==> src/housekeeping_pkg.sv <==
// shared constants, types and helpers for the housekeeping converter control block
package housekeeping_pkg;

  // register byte addresses
  localparam logic [7:0] TEMP_RESULT_ADDR   = 8'hd7;
  localparam logic [7:0] CONV_START_ADDR    = 8'hd8;
  localparam logic [7:0] BATT_RESULT_ADDR   = 8'hdf;
  localparam logic [7:0] SUPPLY_RESULT_ADDR = 8'hef;
  localparam logic [7:0] IRQ_STATUS_ADDR    = 8'hf0;
  localparam logic [7:0] IRQ_MASK_ADDR      = 8'hf1;
  localparam logic [7:0] CHANGE_DELTA_ADDR  = 8'hf3;
  localparam logic [7:0] BG_PERIOD_ADDR     = 8'hf9;
  localparam logic [7:0] BATT_THRESH_ADDR   = 8'hfa;

  localparam logic [7:0] REG_RESET = 8'h00;

  // channel index: also the start bit and the interrupt status bit
  localparam int NUM_CH    = 3;
  localparam int CH_BATT   = 0;
  localparam int CH_TEMP   = 1;
  localparam int CH_SUPPLY = 2;

  // field positions
  localparam int PLL_ACK_BIT       = 7;
  localparam int TEMP_DELTA_LSB    = 3;
  localparam int SUPPLY_DELTA_LSB  = 0;
  localparam int SUPPLY_PERIOD_LSB = 4;
  localparam int BATT_BG_INTERVAL_LSB   = 2;
  localparam int TEMP_PERIOD_LSB   = 0;
  localparam int DELTA_USED_BITS   = 6;

  // timing: one minute at the system clock rate
  localparam int unsigned CLK_HZ            = 20_000_000;
  localparam int unsigned MINUTE_S          = 60;
  localparam int unsigned MINUTE_CYCLES_DEF = CLK_HZ * MINUTE_S;

  // background intervals in minutes
  localparam logic [4:0] MIN_1  = 5'h01;
  localparam logic [4:0] MIN_2  = 5'h02;
  localparam logic [4:0] MIN_4  = 5'h04;
  localparam logic [4:0] MIN_8  = 5'h08;
  localparam logic [4:0] MIN_16 = 5'h10;
  localparam logic [4:0] MIN_NONE = 5'h00;

  // change-delta steps in result LSBs
  localparam logic [7:0] STEP_ZERO         = 8'h00;
  localparam logic [7:0] STEP_ONE          = 8'h01;
  localparam logic [7:0] STEP_TWO          = 8'h02;
  localparam logic [7:0] SUPPLY_LARGE_STEP = 8'h08;

  typedef enum logic [1:0] {
    ST_IDLE = 2'h0,
    ST_REQ  = 2'h1,
    ST_BUSY = 2'h2
  } conv_state_t;

  typedef enum logic [2:0] {
    TD_OFF     = 3'h0,
    TD_BELOW_1 = 3'h1,
    TD_ONE     = 3'h3,
    TD_TWO     = 3'h5,
    TD_EVERY   = 3'h7
  } temp_delta_t;

  typedef enum logic [2:0] {
    SD_OFF     = 3'h0,
    SD_BELOW_1 = 3'h1,
    SD_STEP    = 3'h4,
    SD_EVERY   = 3'h7
  } supply_delta_t;

  typedef struct packed {
    logic [7:0] addr;
    logic [7:0] wdata;
    logic       wr;
    logic       rd;
  } reg_bus_t;

  typedef struct packed {
    logic [NUM_CH-1:0]      ack;
    logic [NUM_CH-1:0]      done;
    logic [NUM_CH-1:0][7:0] data;
  } conv_in_t;

  function automatic logic [7:0] abs_diff(input logic [7:0] a, input logic [7:0] b);
    abs_diff = (a >= b) ? (a - b) : (b - a);
  endfunction

endpackage

==> src/housekeeping_adc_control.sv <==
// register file and sequencing for the temperature, battery and supply converters
//
// The plain strobed port was decided locally.
`timescale 1ns/1ps
// Function
// - temperature delta field bits 5-3: off, below 1, 1 LSB, 2 LSB, every
// - supply delta field bits 2-0: off, below 1, larger step, every; 7-6 zero
// - writing one to start bit 7 clears the pll fault flag
// - start bit 2 requests a supply conversion, self-clears on converter accept
// - start bit 1 requests a temperature conversion, self-clears on accept
// - start bit 0 requests a battery conversion, self-clears on accept
// - battery result below threshold raises an interrupt
// - supply result loads only when its interrupt is raised
// - battery result loads only when its interrupt is raised
// - temperature result loads only when its interrupt is raised
// - temperature converts on software request or periodically, 8-bit result
// - 2-bit period fields pick background interval; 00 disables it
// - background temperature interrupts only if change exceeds delta setting
module housekeeping_adc_control
  import housekeeping_pkg::*;
#(
  parameter int unsigned MINUTE_CYCLES = MINUTE_CYCLES_DEF
) (
  input  wire logic              sys_clk_in,
  input  wire logic              rst_in,
  input  wire reg_bus_t          bus_in,
  output logic [7:0]             rdata_out,
  input  wire conv_in_t          conv_in,
  output logic [NUM_CH-1:0]      conv_req_out,
  input  wire logic              pll_fault_set_in,
  output logic                   pll_fault_flag_out,
  output logic                   irq_out
);

  localparam logic [30:0] MINUTE_LAST = 31'(MINUTE_CYCLES - 1);

  logic [7:0]        temperature_result_r;
  logic [7:0]        battery_result_r;
  logic [7:0]        supply_result_r;
  logic [7:0]        change_delta_config_r;
  logic [7:0]        background_period_config_r;
  logic [7:0]        battery_low_threshold_r;
  logic [NUM_CH-1:0] start_r;
  logic [NUM_CH-1:0] pending_r;
  logic [NUM_CH-1:0] single_r;
  logic [NUM_CH-1:0] irq_status_r;
  logic [NUM_CH-1:0] irq_mask_r;
  logic              pll_fault_flag_r;
  logic [30:0]       minute_cnt_r;
  logic              minute_tick_r;
  logic [NUM_CH-1:0] bg_strobe;
  logic [NUM_CH-1:0] ack_take;
  logic [NUM_CH-1:0] done_take;
  logic [NUM_CH-1:0] irq_event;
  logic [NUM_CH-1:0][1:0] period_code;
  logic              temp_delta_hit;
  logic              supply_delta_hit;
  logic [7:0]        temp_change_delta;
  logic [7:0]        supply_diff;

  function automatic logic wr_at(input logic [7:0] addr);
    wr_at = bus_in.wr && bus_in.addr == addr;
  endfunction

  // one-minute enable for the interval timers
  always_ff @(posedge sys_clk_in) begin
    if (rst_in) begin
      minute_cnt_r  <= 31'h0;
      minute_tick_r <= 1'b0;
    end else if (minute_cnt_r == MINUTE_LAST) begin
      minute_cnt_r  <= 31'h0;
      minute_tick_r <= 1'b1;
    end else begin
      minute_cnt_r  <= minute_cnt_r + 31'h1;
      minute_tick_r <= 1'b0;
    end
  end

  assign period_code[CH_BATT]   = background_period_config_r[BATT_BG_INTERVAL_LSB +: 2];
  assign period_code[CH_TEMP]   = background_period_config_r[TEMP_PERIOD_LSB +: 2];
  assign period_code[CH_SUPPLY] = background_period_config_r[SUPPLY_PERIOD_LSB +: 2];

  // per-channel request sequencer: idle, request held until accepted, converting
  for (genvar ch = 0; ch < NUM_CH; ch++) begin : g_ch
    conv_state_t state_r;

    bg_interval_timer #(
      .MIN_01 (ch == CH_BATT ? MIN_16 : MIN_8),
      .MIN_10 (ch == CH_BATT ? MIN_4 : MIN_2),
      .MIN_11 (MIN_1)
    ) u_timer (
      .sys_clk_in     (sys_clk_in),
      .rst_in         (rst_in),
      .minute_tick_in (minute_tick_r),
      .period_code_in (period_code[ch]),
      .strobe_out     (bg_strobe[ch])
    );

    always_ff @(posedge sys_clk_in) begin
      if (rst_in) begin
        state_r      <= ST_IDLE;
        single_r[ch] <= 1'b0;
      end else begin
        case (state_r)
          ST_IDLE: begin
            if (start_r[ch] || pending_r[ch]) begin
              state_r      <= ST_REQ;
              single_r[ch] <= start_r[ch];
            end
          end
          ST_REQ: begin
            if (conv_in.ack[ch]) begin
              state_r <= ST_BUSY;
            end
          end
          ST_BUSY: begin
            if (conv_in.done[ch]) begin
              state_r <= ST_IDLE;
            end
          end
          default: state_r <= ST_IDLE;
        endcase
      end
    end

    assign ack_take[ch]     = state_r == ST_REQ && conv_in.ack[ch];
    assign done_take[ch]    = state_r == ST_BUSY && conv_in.done[ch];
    assign conv_req_out[ch] = state_r == ST_REQ;

    // a background tick landing on the accepting cycle is kept, not lost
    always_ff @(posedge sys_clk_in) begin
      if (rst_in) begin
        pending_r[ch] <= 1'b0;
      end else if (bg_strobe[ch]) begin
        pending_r[ch] <= 1'b1;
      end else if (ack_take[ch] && !single_r[ch]) begin
        pending_r[ch] <= 1'b0;
      end
    end
  end

  // start bits: software sets, acceptance clears, a fresh write wins
  always_ff @(posedge sys_clk_in) begin
    if (rst_in) begin
      start_r <= '0;
    end else begin
      start_r <= (start_r & ~(ack_take & single_r))
               | (wr_at(CONV_START_ADDR) ? bus_in.wdata[NUM_CH-1:0] : '0);
    end
  end

  always_ff @(posedge sys_clk_in) begin
    if (rst_in) begin
      pll_fault_flag_r <= 1'b0;
    end else if (pll_fault_set_in) begin
      pll_fault_flag_r <= 1'b1;
    end else if (wr_at(CONV_START_ADDR) && bus_in.wdata[PLL_ACK_BIT]) begin
      pll_fault_flag_r <= 1'b0;
    end
  end

  assign temp_change_delta   = abs_diff(conv_in.data[CH_TEMP], temperature_result_r);
  assign supply_diff = abs_diff(conv_in.data[CH_SUPPLY], supply_result_r);

  // compare against the held result, which is the last value that interrupted
  always_comb begin
    case (change_delta_config_r[TEMP_DELTA_LSB +: 3])
      TD_BELOW_1: temp_delta_hit = temp_change_delta > STEP_ZERO;
      TD_ONE:     temp_delta_hit = temp_change_delta > STEP_ONE;
      TD_TWO:     temp_delta_hit = temp_change_delta > STEP_TWO;
      TD_EVERY:   temp_delta_hit = 1'b1;
      default:    temp_delta_hit = 1'b0;
    endcase
  end

  always_comb begin
    case (change_delta_config_r[SUPPLY_DELTA_LSB +: 3])
      SD_BELOW_1: supply_delta_hit = supply_diff > STEP_ZERO;
      SD_STEP:    supply_delta_hit = supply_diff > SUPPLY_LARGE_STEP;
      SD_EVERY:   supply_delta_hit = 1'b1;
      default:    supply_delta_hit = 1'b0;
    endcase
  end

  assign irq_event[CH_TEMP]   = done_take[CH_TEMP] && (single_r[CH_TEMP] || temp_delta_hit);
  assign irq_event[CH_SUPPLY] = done_take[CH_SUPPLY]
                             && (single_r[CH_SUPPLY] || supply_delta_hit);
  assign irq_event[CH_BATT]   = done_take[CH_BATT]
                             && (single_r[CH_BATT]
                                 || conv_in.data[CH_BATT] < battery_low_threshold_r);

  // results: the converter load beats a same-cycle software write
  always_ff @(posedge sys_clk_in) begin
    if (rst_in) begin
      temperature_result_r <= REG_RESET;
    end else if (irq_event[CH_TEMP]) begin
      temperature_result_r <= conv_in.data[CH_TEMP];
    end else if (wr_at(TEMP_RESULT_ADDR)) begin
      temperature_result_r <= bus_in.wdata;
    end
  end

  always_ff @(posedge sys_clk_in) begin
    if (rst_in) begin
      battery_result_r <= REG_RESET;
    end else if (irq_event[CH_BATT]) begin
      battery_result_r <= conv_in.data[CH_BATT];
    end else if (wr_at(BATT_RESULT_ADDR)) begin
      battery_result_r <= bus_in.wdata;
    end
  end

  always_ff @(posedge sys_clk_in) begin
    if (rst_in) begin
      supply_result_r <= REG_RESET;
    end else if (irq_event[CH_SUPPLY]) begin
      supply_result_r <= conv_in.data[CH_SUPPLY];
    end else if (wr_at(SUPPLY_RESULT_ADDR)) begin
      supply_result_r <= bus_in.wdata;
    end
  end

  always_ff @(posedge sys_clk_in) begin
    if (rst_in) begin
      change_delta_config_r      <= REG_RESET;
      background_period_config_r <= REG_RESET;
      battery_low_threshold_r    <= REG_RESET;
      irq_mask_r                 <= '0;
    end else begin
      if (wr_at(CHANGE_DELTA_ADDR)) begin
        change_delta_config_r <= {2'h0, bus_in.wdata[DELTA_USED_BITS-1:0]};
      end
      if (wr_at(BG_PERIOD_ADDR)) begin
        background_period_config_r <= {2'h0, bus_in.wdata[5:0]};
      end
      if (wr_at(BATT_THRESH_ADDR)) begin
        battery_low_threshold_r <= bus_in.wdata;
      end
      if (wr_at(IRQ_MASK_ADDR)) begin
        irq_mask_r <= bus_in.wdata[NUM_CH-1:0];
      end
    end
  end

  // write-one-to-clear, a new event in the same cycle stays set
  always_ff @(posedge sys_clk_in) begin
    if (rst_in) begin
      irq_status_r <= '0;
    end else begin
      irq_status_r <= (irq_status_r
                       & ~(wr_at(IRQ_STATUS_ADDR) ? bus_in.wdata[NUM_CH-1:0] : '0))
                    | irq_event;
    end
  end

  always_ff @(posedge sys_clk_in) begin
    if (rst_in) begin
      rdata_out <= 8'h00;
    end else if (bus_in.rd) begin
      case (bus_in.addr)
        TEMP_RESULT_ADDR:   rdata_out <= temperature_result_r;
        CONV_START_ADDR:    rdata_out <= {5'h00, start_r};
        BATT_RESULT_ADDR:   rdata_out <= battery_result_r;
        SUPPLY_RESULT_ADDR: rdata_out <= supply_result_r;
        IRQ_STATUS_ADDR:    rdata_out <= {5'h00, irq_status_r};
        IRQ_MASK_ADDR:      rdata_out <= {5'h00, irq_mask_r};
        CHANGE_DELTA_ADDR:  rdata_out <= change_delta_config_r;
        BG_PERIOD_ADDR:     rdata_out <= background_period_config_r;
        BATT_THRESH_ADDR:   rdata_out <= battery_low_threshold_r;
        default:            rdata_out <= 8'h00;
      endcase
    end else begin
      rdata_out <= 8'h00;
    end
  end

  assign pll_fault_flag_out = pll_fault_flag_r;
  assign irq_out            = |(irq_status_r & irq_mask_r);
endmodule // housekeeping_adc_control

==> src/bg_interval_timer.sv <==
// background conversion interval timer for one converter channel
`timescale 1ns/1ps
module bg_interval_timer
  import housekeeping_pkg::*;
#(
  parameter logic [4:0] MIN_01 = MIN_8,
  parameter logic [4:0] MIN_10 = MIN_2,
  parameter logic [4:0] MIN_11 = MIN_1
) (
  input  wire logic       sys_clk_in,
  input  wire logic       rst_in,
  input  wire logic       minute_tick_in,
  input  wire logic [1:0] period_code_in,
  output logic            strobe_out
);

  logic [4:0] target;
  logic [4:0] minute_cnt_r;

  always_comb begin
    case (period_code_in)
      2'h1:    target = MIN_01;
      2'h2:    target = MIN_10;
      2'h3:    target = MIN_11;
      default: target = MIN_NONE;
    endcase
  end

  // >= so that shortening the interval mid-count cannot skip a wrap
  always_ff @(posedge sys_clk_in) begin
    if (rst_in || target == MIN_NONE) begin
      minute_cnt_r <= 5'h00;
      strobe_out   <= 1'b0;
    end else if (minute_tick_in) begin
      if (minute_cnt_r + 5'h01 >= target) begin
        minute_cnt_r <= 5'h00;
        strobe_out   <= 1'b1;
      end else begin
        minute_cnt_r <= minute_cnt_r + 5'h01;
        strobe_out   <= 1'b0;
      end
    end else begin
      strobe_out <= 1'b0;
    end
  end

endmodule // bg_interval_timer

==> config.mk <==
export PLATFORM = sky130hd
export DESIGN_NAME = housekeeping_adc_control
export DESIGN_NICKNAME = d
export VERILOG_FILES = /design/src/housekeeping_pkg.sv /design/src/housekeeping_adc_control.sv /design/src/bg_interval_timer.sv
export SDC_FILE = /design/constraint.sdc
export NUM_CORES = 1
export LEC_CHECK = 0
export BUFFER_PORTS_ARGS = -buffer_cell sky130_fd_sc_hd__buf_2
export CORE_MARGIN = 1.5
export CORE_UTILIZATION = 40
export CTS_CLUSTER_DIAMETER = 200
export DETAILED_ROUTE_END_ITERATION = 10
export PLACE_DENSITY = 0.64
export RECOVER_POWER = 50
export SLEW_MARGIN = 30
export SYNTH_ARGS = -nofsm -noshare
export SYNTH_HDL_FRONTEND = slang
export SYNTH_HIERARCHICAL = 1
export SYNTH_SLANG_ARGS = --single-unit
==> constraint.sdc <==
create_clock -name sys_clk_in -period 3.4 [get_ports sys_clk_in]
set_input_delay 0.17 -clock sys_clk_in [delete_from_list [all_inputs] [get_ports sys_clk_in]]
set_output_delay 0.17 -clock sys_clk_in [all_outputs]
set_load 0.01 [all_outputs]
## Word level (Yosys, flattened, before mapping)

Cells that the tools add are included.
Widths: inputs -> output; s select.

| cells by class | value |
|---|---|
| add/sub/neg operators | 8 |
| bitwise gates (word level) | 10 |
| equality and inequality tests | 41 |
| multiply operators | 0 |
| reductions and logical operators | 59 |
| shift-type cells | 0 |
| divide/modulo/power cells | 0 |
| muxes and demuxes | 43 |
| magnitude comparators | 11 |

Operators with widths:

| kind | number |
|---|---|
| $eq 8x8->1 const B | 9 |
| $pmux 8 s9 | 1 |
| $mux 8 | 8 |
| $sub 8x8->8 | 4 |
| $add 31x1->31 const B | 1 |
| $eq 31x31->1 const B | 1 |
| $gt 8x1->1 const B | 3 |
| $pmux 4 s3 | 2 |
| $logic_and 1x1->1 | 22 |
| $eq 2x2->1 const B | 9 |
| $mux 2 | 9 |
| $ne 2x2->1 const B | 9 |
| $pmux 2 s3 | 3 |
| $ge 8x8->1 | 2 |
| $add 5x1->5 const B | 3 |
| $logic_not 5->1 | 3 |
| $mux 5 | 3 |
| $pmux 5 s3 | 1 |
| $reduce_bool 2->1 | 7 |
| $and 3x3->3 | 4 |
| $eq 2x1->1 const B | 6 |
| $eq 3x3->1 const B | 4 |
| $mux 1 | 12 |
| $ge 5x4->1 | 2 |
| 19 further kinds | 44 |

| storage, ports and cells | value |
|---|---|
| memories kept | 0 |
| word-level logic and storage cells | 200 |
| register bits | 124 |
| output and inout port bits | 13 |
| bits in latches | 0 |
| bits in read-only memories | 0 |
| memory bits (writable) | 0 |

## Logic depth before layout (Yosys ltp)

| logic depth | value |
|---|---|
| depth after elaboration | 7 |
| mapped depth | 14 |

## Cells and area by module

Netlist, hierarchy kept.

By module, submodules not included:

| module | area each (um^2) | cells each | times used |
|---|---|---|---|
| housekeeping_adc_control | 6462.4 | 803 | 1 |
| bg_interval_timer at g_ch[1].u_timer ... | 397.9 | 45 | 2 |
| bg_interval_timer at g_ch[0].u_timer | 366.6 | 38 | 1 |

## Worst setup path after synthesis

No wires, ideal clock.

| timing | value |
|---|---|
| path type | reg-to-reg |
| start point | register supply_result_r[0] |
| end point | register supply_result_r[6] |
| arrival | 2.741 ns |
| path slack | 0.579 ns |
| setup time | 0.079 ns |
| period minus slack after synthesis | 2.821 ns |
| path buffers | 1 |
| stages on the path, launching flop included | 13 |
| cells stage by stage | dfxtp_1 ha_1 fa_1 nand3b_1 a31oi_4 or2_2 o2111ai_2 nor4_2 o21ai_1 a211oi_4 buf_6 a211oi_2 a211oi_2 |

| between the ends | value |
|---|---|
| cells in the longest elaborated chain, start to end | 7 |
| elaborated cells between the ends (all ways) | 11 |
| those cells by class | add/sub (2); order compare (3); mux (3); reduce/logical (3) |

Ends and longest elaborated chain:

| element | RTL line | text |
|---|---|---|
| from (decl) | housekeeping_adc_control.sv:39 | `logic [7:0] supply_result_r;` |
| from (signal assigned) | housekeeping_adc_control.sv:217 | `supply_result_r <= conv_in.data[CH_SUPPLY];` |
| from (signal assigned) | housekeeping_adc_control.sv:219 | `supply_result_r <= bus_in.wdata;` |
| $sub 8x8->8 / $ge 8x8->1 (equally long branches) | housekeeping_pkg.sv:86 | `abs_diff = (a >= b) ? (a - b) : (b - a);` |
| $mux 8 * | housekeeping_pkg.sv:86 |  |
| $gt 8x4->1 / $gt 8x1->1 (equally long branches) | housekeeping_adc_control.sv:179, housekeeping_adc_control.sv:178 |  |
| $pmux 1 s3 * | housekeeping_adc_control.sv:177 | `case (change_delta_config_r[SUPPLY_DELTA_LSB +: 3])` |
| $logic_or 1x1->1 * | housekeeping_adc_control.sv:187 | `&& (single_r[CH_SUPPLY] \|\| supply_delta_hit);` |
| $logic_and 1x1->1 * | housekeeping_adc_control.sv:187 |  |
| $mux 8 / $reduce_bool 2->1 (equally long branches) | - |  |

Mark *: on every way between the ends. The rest lies on a longest branch, timed or not.
A chain may end at the register's enable or synchronous reset.

## Final worst setup path

| timing | value |
|---|---|
| start point | register supply_result_r[0] |
| end point | register supply_result_r[7] |

The elaborated chain is that of the path after synthesis.

==> out/metrics.cfg <==
[final_layout]
drive_above_1_share_pct=12.35
synthToLayoutAreaGrowth_pct=15.36
n_antenna_cell=0
final_cell_mix=dfxtp_1 (124), nor2_1 (86), nand2_1 (83)
stdcell_area_mm2=0.008796
fin_nets=1096
nFillCells=1852
final_common_cell=dfxtp_1

[setup_path]
cp-start-kind=register
worstPathArrival_ns=3.46
critPathKind=register to register
timing.rr.start=supply_result_r[0]
reg2reg_to=supply_result_r[7]
worst_r2r_path_depth=12
ff2ff_setup_slack_ns=0.26
startpoint=supply_result_r[0]
critPathRequiredTime_ns=3.72
critPathMaxFanout=7
crit_path_end_kind=register

[synth]
synthSimpleGateAreaFrac_pct=22.89
synth-seq-cells=124
synthMuxAreaShare_pct=3.364
yosysTopAreaCellShare_pct=32.56
synth-xor-area-share_pct=4.939
synth-compound-area-share_pct=21.33
yosysTopAreaCell=dfxtp_1
syn_nets=1036
seq_area_frac_synth_pct=32.56
ys_types=75
ys.warnings.count=6
synthTopCellsByArea=dfxtp_1 (33%), ha_1 (8.2%), a21oi_1 (4.8%), nor2_1 (4.2%), nand2_1 (4.1%)
async_reset_ff_share_pct=0
synthCells=931
synth_adder_area_share_pct=9.550
synth_top_family_by_area=simple AND/OR/NAND/NOR gates
syn_area_mm2=0.007625
synth_ff_type=dfxtp_1
syn_area_per_cell_um2=8.190
synth_edf_count=0

[sta]
slew_violations=0
worst_slew_pin_slew_ns=1.040
setup_viol=0
finalCritPeriodShare_pct=92.47
fin_crit_ns=3.144
relSlewSlack_pct=30.16
max_freq_mhz=318.1
finClkSkew_ns=0.008859
hold_viol=0
rsz0062_at_grt=false
tns_ns=0

[floorplanning]
dieHeight_um=141.1
rows=50
dieArea_mm2=0.01990
design.portCount=64
initial_core_util_pct=40.76
core-area_mm2=0.01871
die_w_um=141.1

[cts]
worstSkewPairLatency_ns=0.42
clockRootBuffer=clkbuf_16
cts_tree=done
clock_path_buffers=2
clk_pin_slew_ns=0.06
clock-sinks=124
htree_num_levels=4
cts_made_buffers=17

[grt]
grt_max_degree=72
grt_pass1_wl_um=31940
grt_overflow=0
antenna_found_initial=0
grt_usage_pct=20.38
grt_pass1_vias=6279

[detailed_routing]
drtPass1Iterations=5
ant_nets=0
drc=0
vias_per_cell=5.561
wl_um=19830
num_vias=6885
routedWlPerCell_um=16.02
drt-initial-drc-count=574

[min_path]
min_path_type=input port to register
min_path_cells=2
min_from=conv_in[15]
min_to=temperature_result_r[7]

[power_and_ir_drop]
ir_drop_v=0.0003668
pwr_density_cell_mw_per_mm2=413.9
p_leak_uw=0.003384

[placement]
placed_area_mm2=0.008155
dp_hpwl_um=14490
port_buffers=63
gp_congestion=0.8916

[job]
maxCapViolCount=0

[status]
status=finished, final reports clean

## repair_timing
action,in CTS,in global routing
hold buffers,4,0
resized for setup,0,0
buffers inserted,0,3
endpoints found under the setup margin,0,2
hold endpoints to repair,4,0
## metal layers
metal	share of wire [%]	GRT usage, %	vias to the layer above
li1	-	-	3455
met3	6.5	4.891	24
met4	1.2	6.195	0
met1	47	26.68	3218
met5	0	0	-
met2	46	33.20	188
## cells by family after synthesis
logic type      count (synthesis)
compound gates                231
xor+xnor                       43
fa+ha+maj                      56
buf+inv                       103
flops                         124
mux                            25
simple gates                  349
## worst max-delay path: stages, from the launching register on
cell and delay [ns]:
dfxtp_1 0.34, ha_1 0.22, fa_1 0.41, nand3b_1 0.25, a31oi_4 0.27, or2_2 0.19, o2111ai_2 0.15, nor4_2 0.23
o21ai_1 0.14, a211oi_4 0.36, buf_4 0.20, nor3_1 0.05, a31o_2 0.24
## registers in the layout, indices dropped and copies added, names as in the netlist
| signal | count |
|---|---|
| temperature_result_r | 8 |
| rdata_out | 8 |
| battery_result_r | 8 |
| g_ch.u_timer/strobe_out | 3 |
| supply_result_r | 8 |
| g_ch.state_r | 6 |
| start_r | 3 |
| minute_cnt_r | 31 |
| battery_low_threshold_r | 8 |
| irq_status_r | 3 |
| minute_tick_r | 1 |
| irq_mask_r | 3 |
| g_ch.u_timer/minute_cnt_r | 15 |
| pending_r | 3 |
| background_period_config_r | 6 |
| single_r | 3 |
| change_delta_config_r | 6 |
| pll_fault_flag_out | 1 |
## Yosys cell counts (4+ instances only)
cell type / number
a2111oi_0: 4
xor2_1: 25
clkbuf_1: 32
o21bai_1: 4
a21oi_1: 73
and3_1: 16
or3_1: 6
nor3_1: 22
o21ai_0: 25
nor2_1: 86
inv_1: 61
mux2i_1: 20
a211oi_1: 35
a21o_1: 12
nor2b_1: 15
nand2b_1: 19
ha_1: 50
xnor2_1: 18
nor3b_1: 4
nand4_1: 17
a31oi_1: 7
o211ai_1: 5
a222oi_1: 5
nand3_1: 44
a22oi_1: 15
nand2_1: 83
mux2_2: 5
and2_1: 7
nand4b_1: 5
o2111ai_1: 4
dfxtp_1: 124
a221oi_1: 5
fa_1: 4
o21a_1: 5
## layout make-up
cell class                      instances  area, um2  area share [%]
Sequential cell                       124       2482           28.22
Clock buffer                           20      446.7           5.078
Multi-Input combinational cell        704       4728           53.76
Tap cell                              234      292.8           3.329
Timing Repair Buffer                   82      442.9           5.036
Inverter                               62      232.7           2.646
Clock inverter                         12      170.2           1.935
## worst max-delay path by stage
stage	endpoint	slack, ns	cells past startpoint
2_1_floorplan	supply_result_r[6]	0.58	12
3_3_place_gp	supply_result_r[6]	0.25	14
3_5_place_dp	supply_result_r[6]	0.14	14
4_1_cts	supply_result_r[6]	0.14	12
5_1_grt	temperature_result_r[2]	0.0004	11
6_report	supply_result_r[7]	0.26	12
## through the flow
step	cells	hold slack, ns	setup slack (ns)	power [uW]	utilization (%)
3_5_place_dp	1199	0.3865	0.1445	1756	43.60
6_report	1238	0.01720	0.2559	3641	47.02
2_1_floorplan	931	0.2615	0.5794	1663	-
3_3_place_gp	1199	0.3819	0.2515	1758	43.60
5_1_grt	1238	0.01299	0.0004459	3770	47.02
4_1_cts	1235	0.005244	0.1398	3666	47.11
## power breakdown
| part | total [uW] | switching, uW | internal (uW) |
|---|---|---|---|
| clock network | 1910 | 670 | 1240 |
| registers | 1460 | 3.60 | 1460 |
| logic | 269 | 169 | 101 |
No activity file was read; power rests on OpenSTA's default activity.
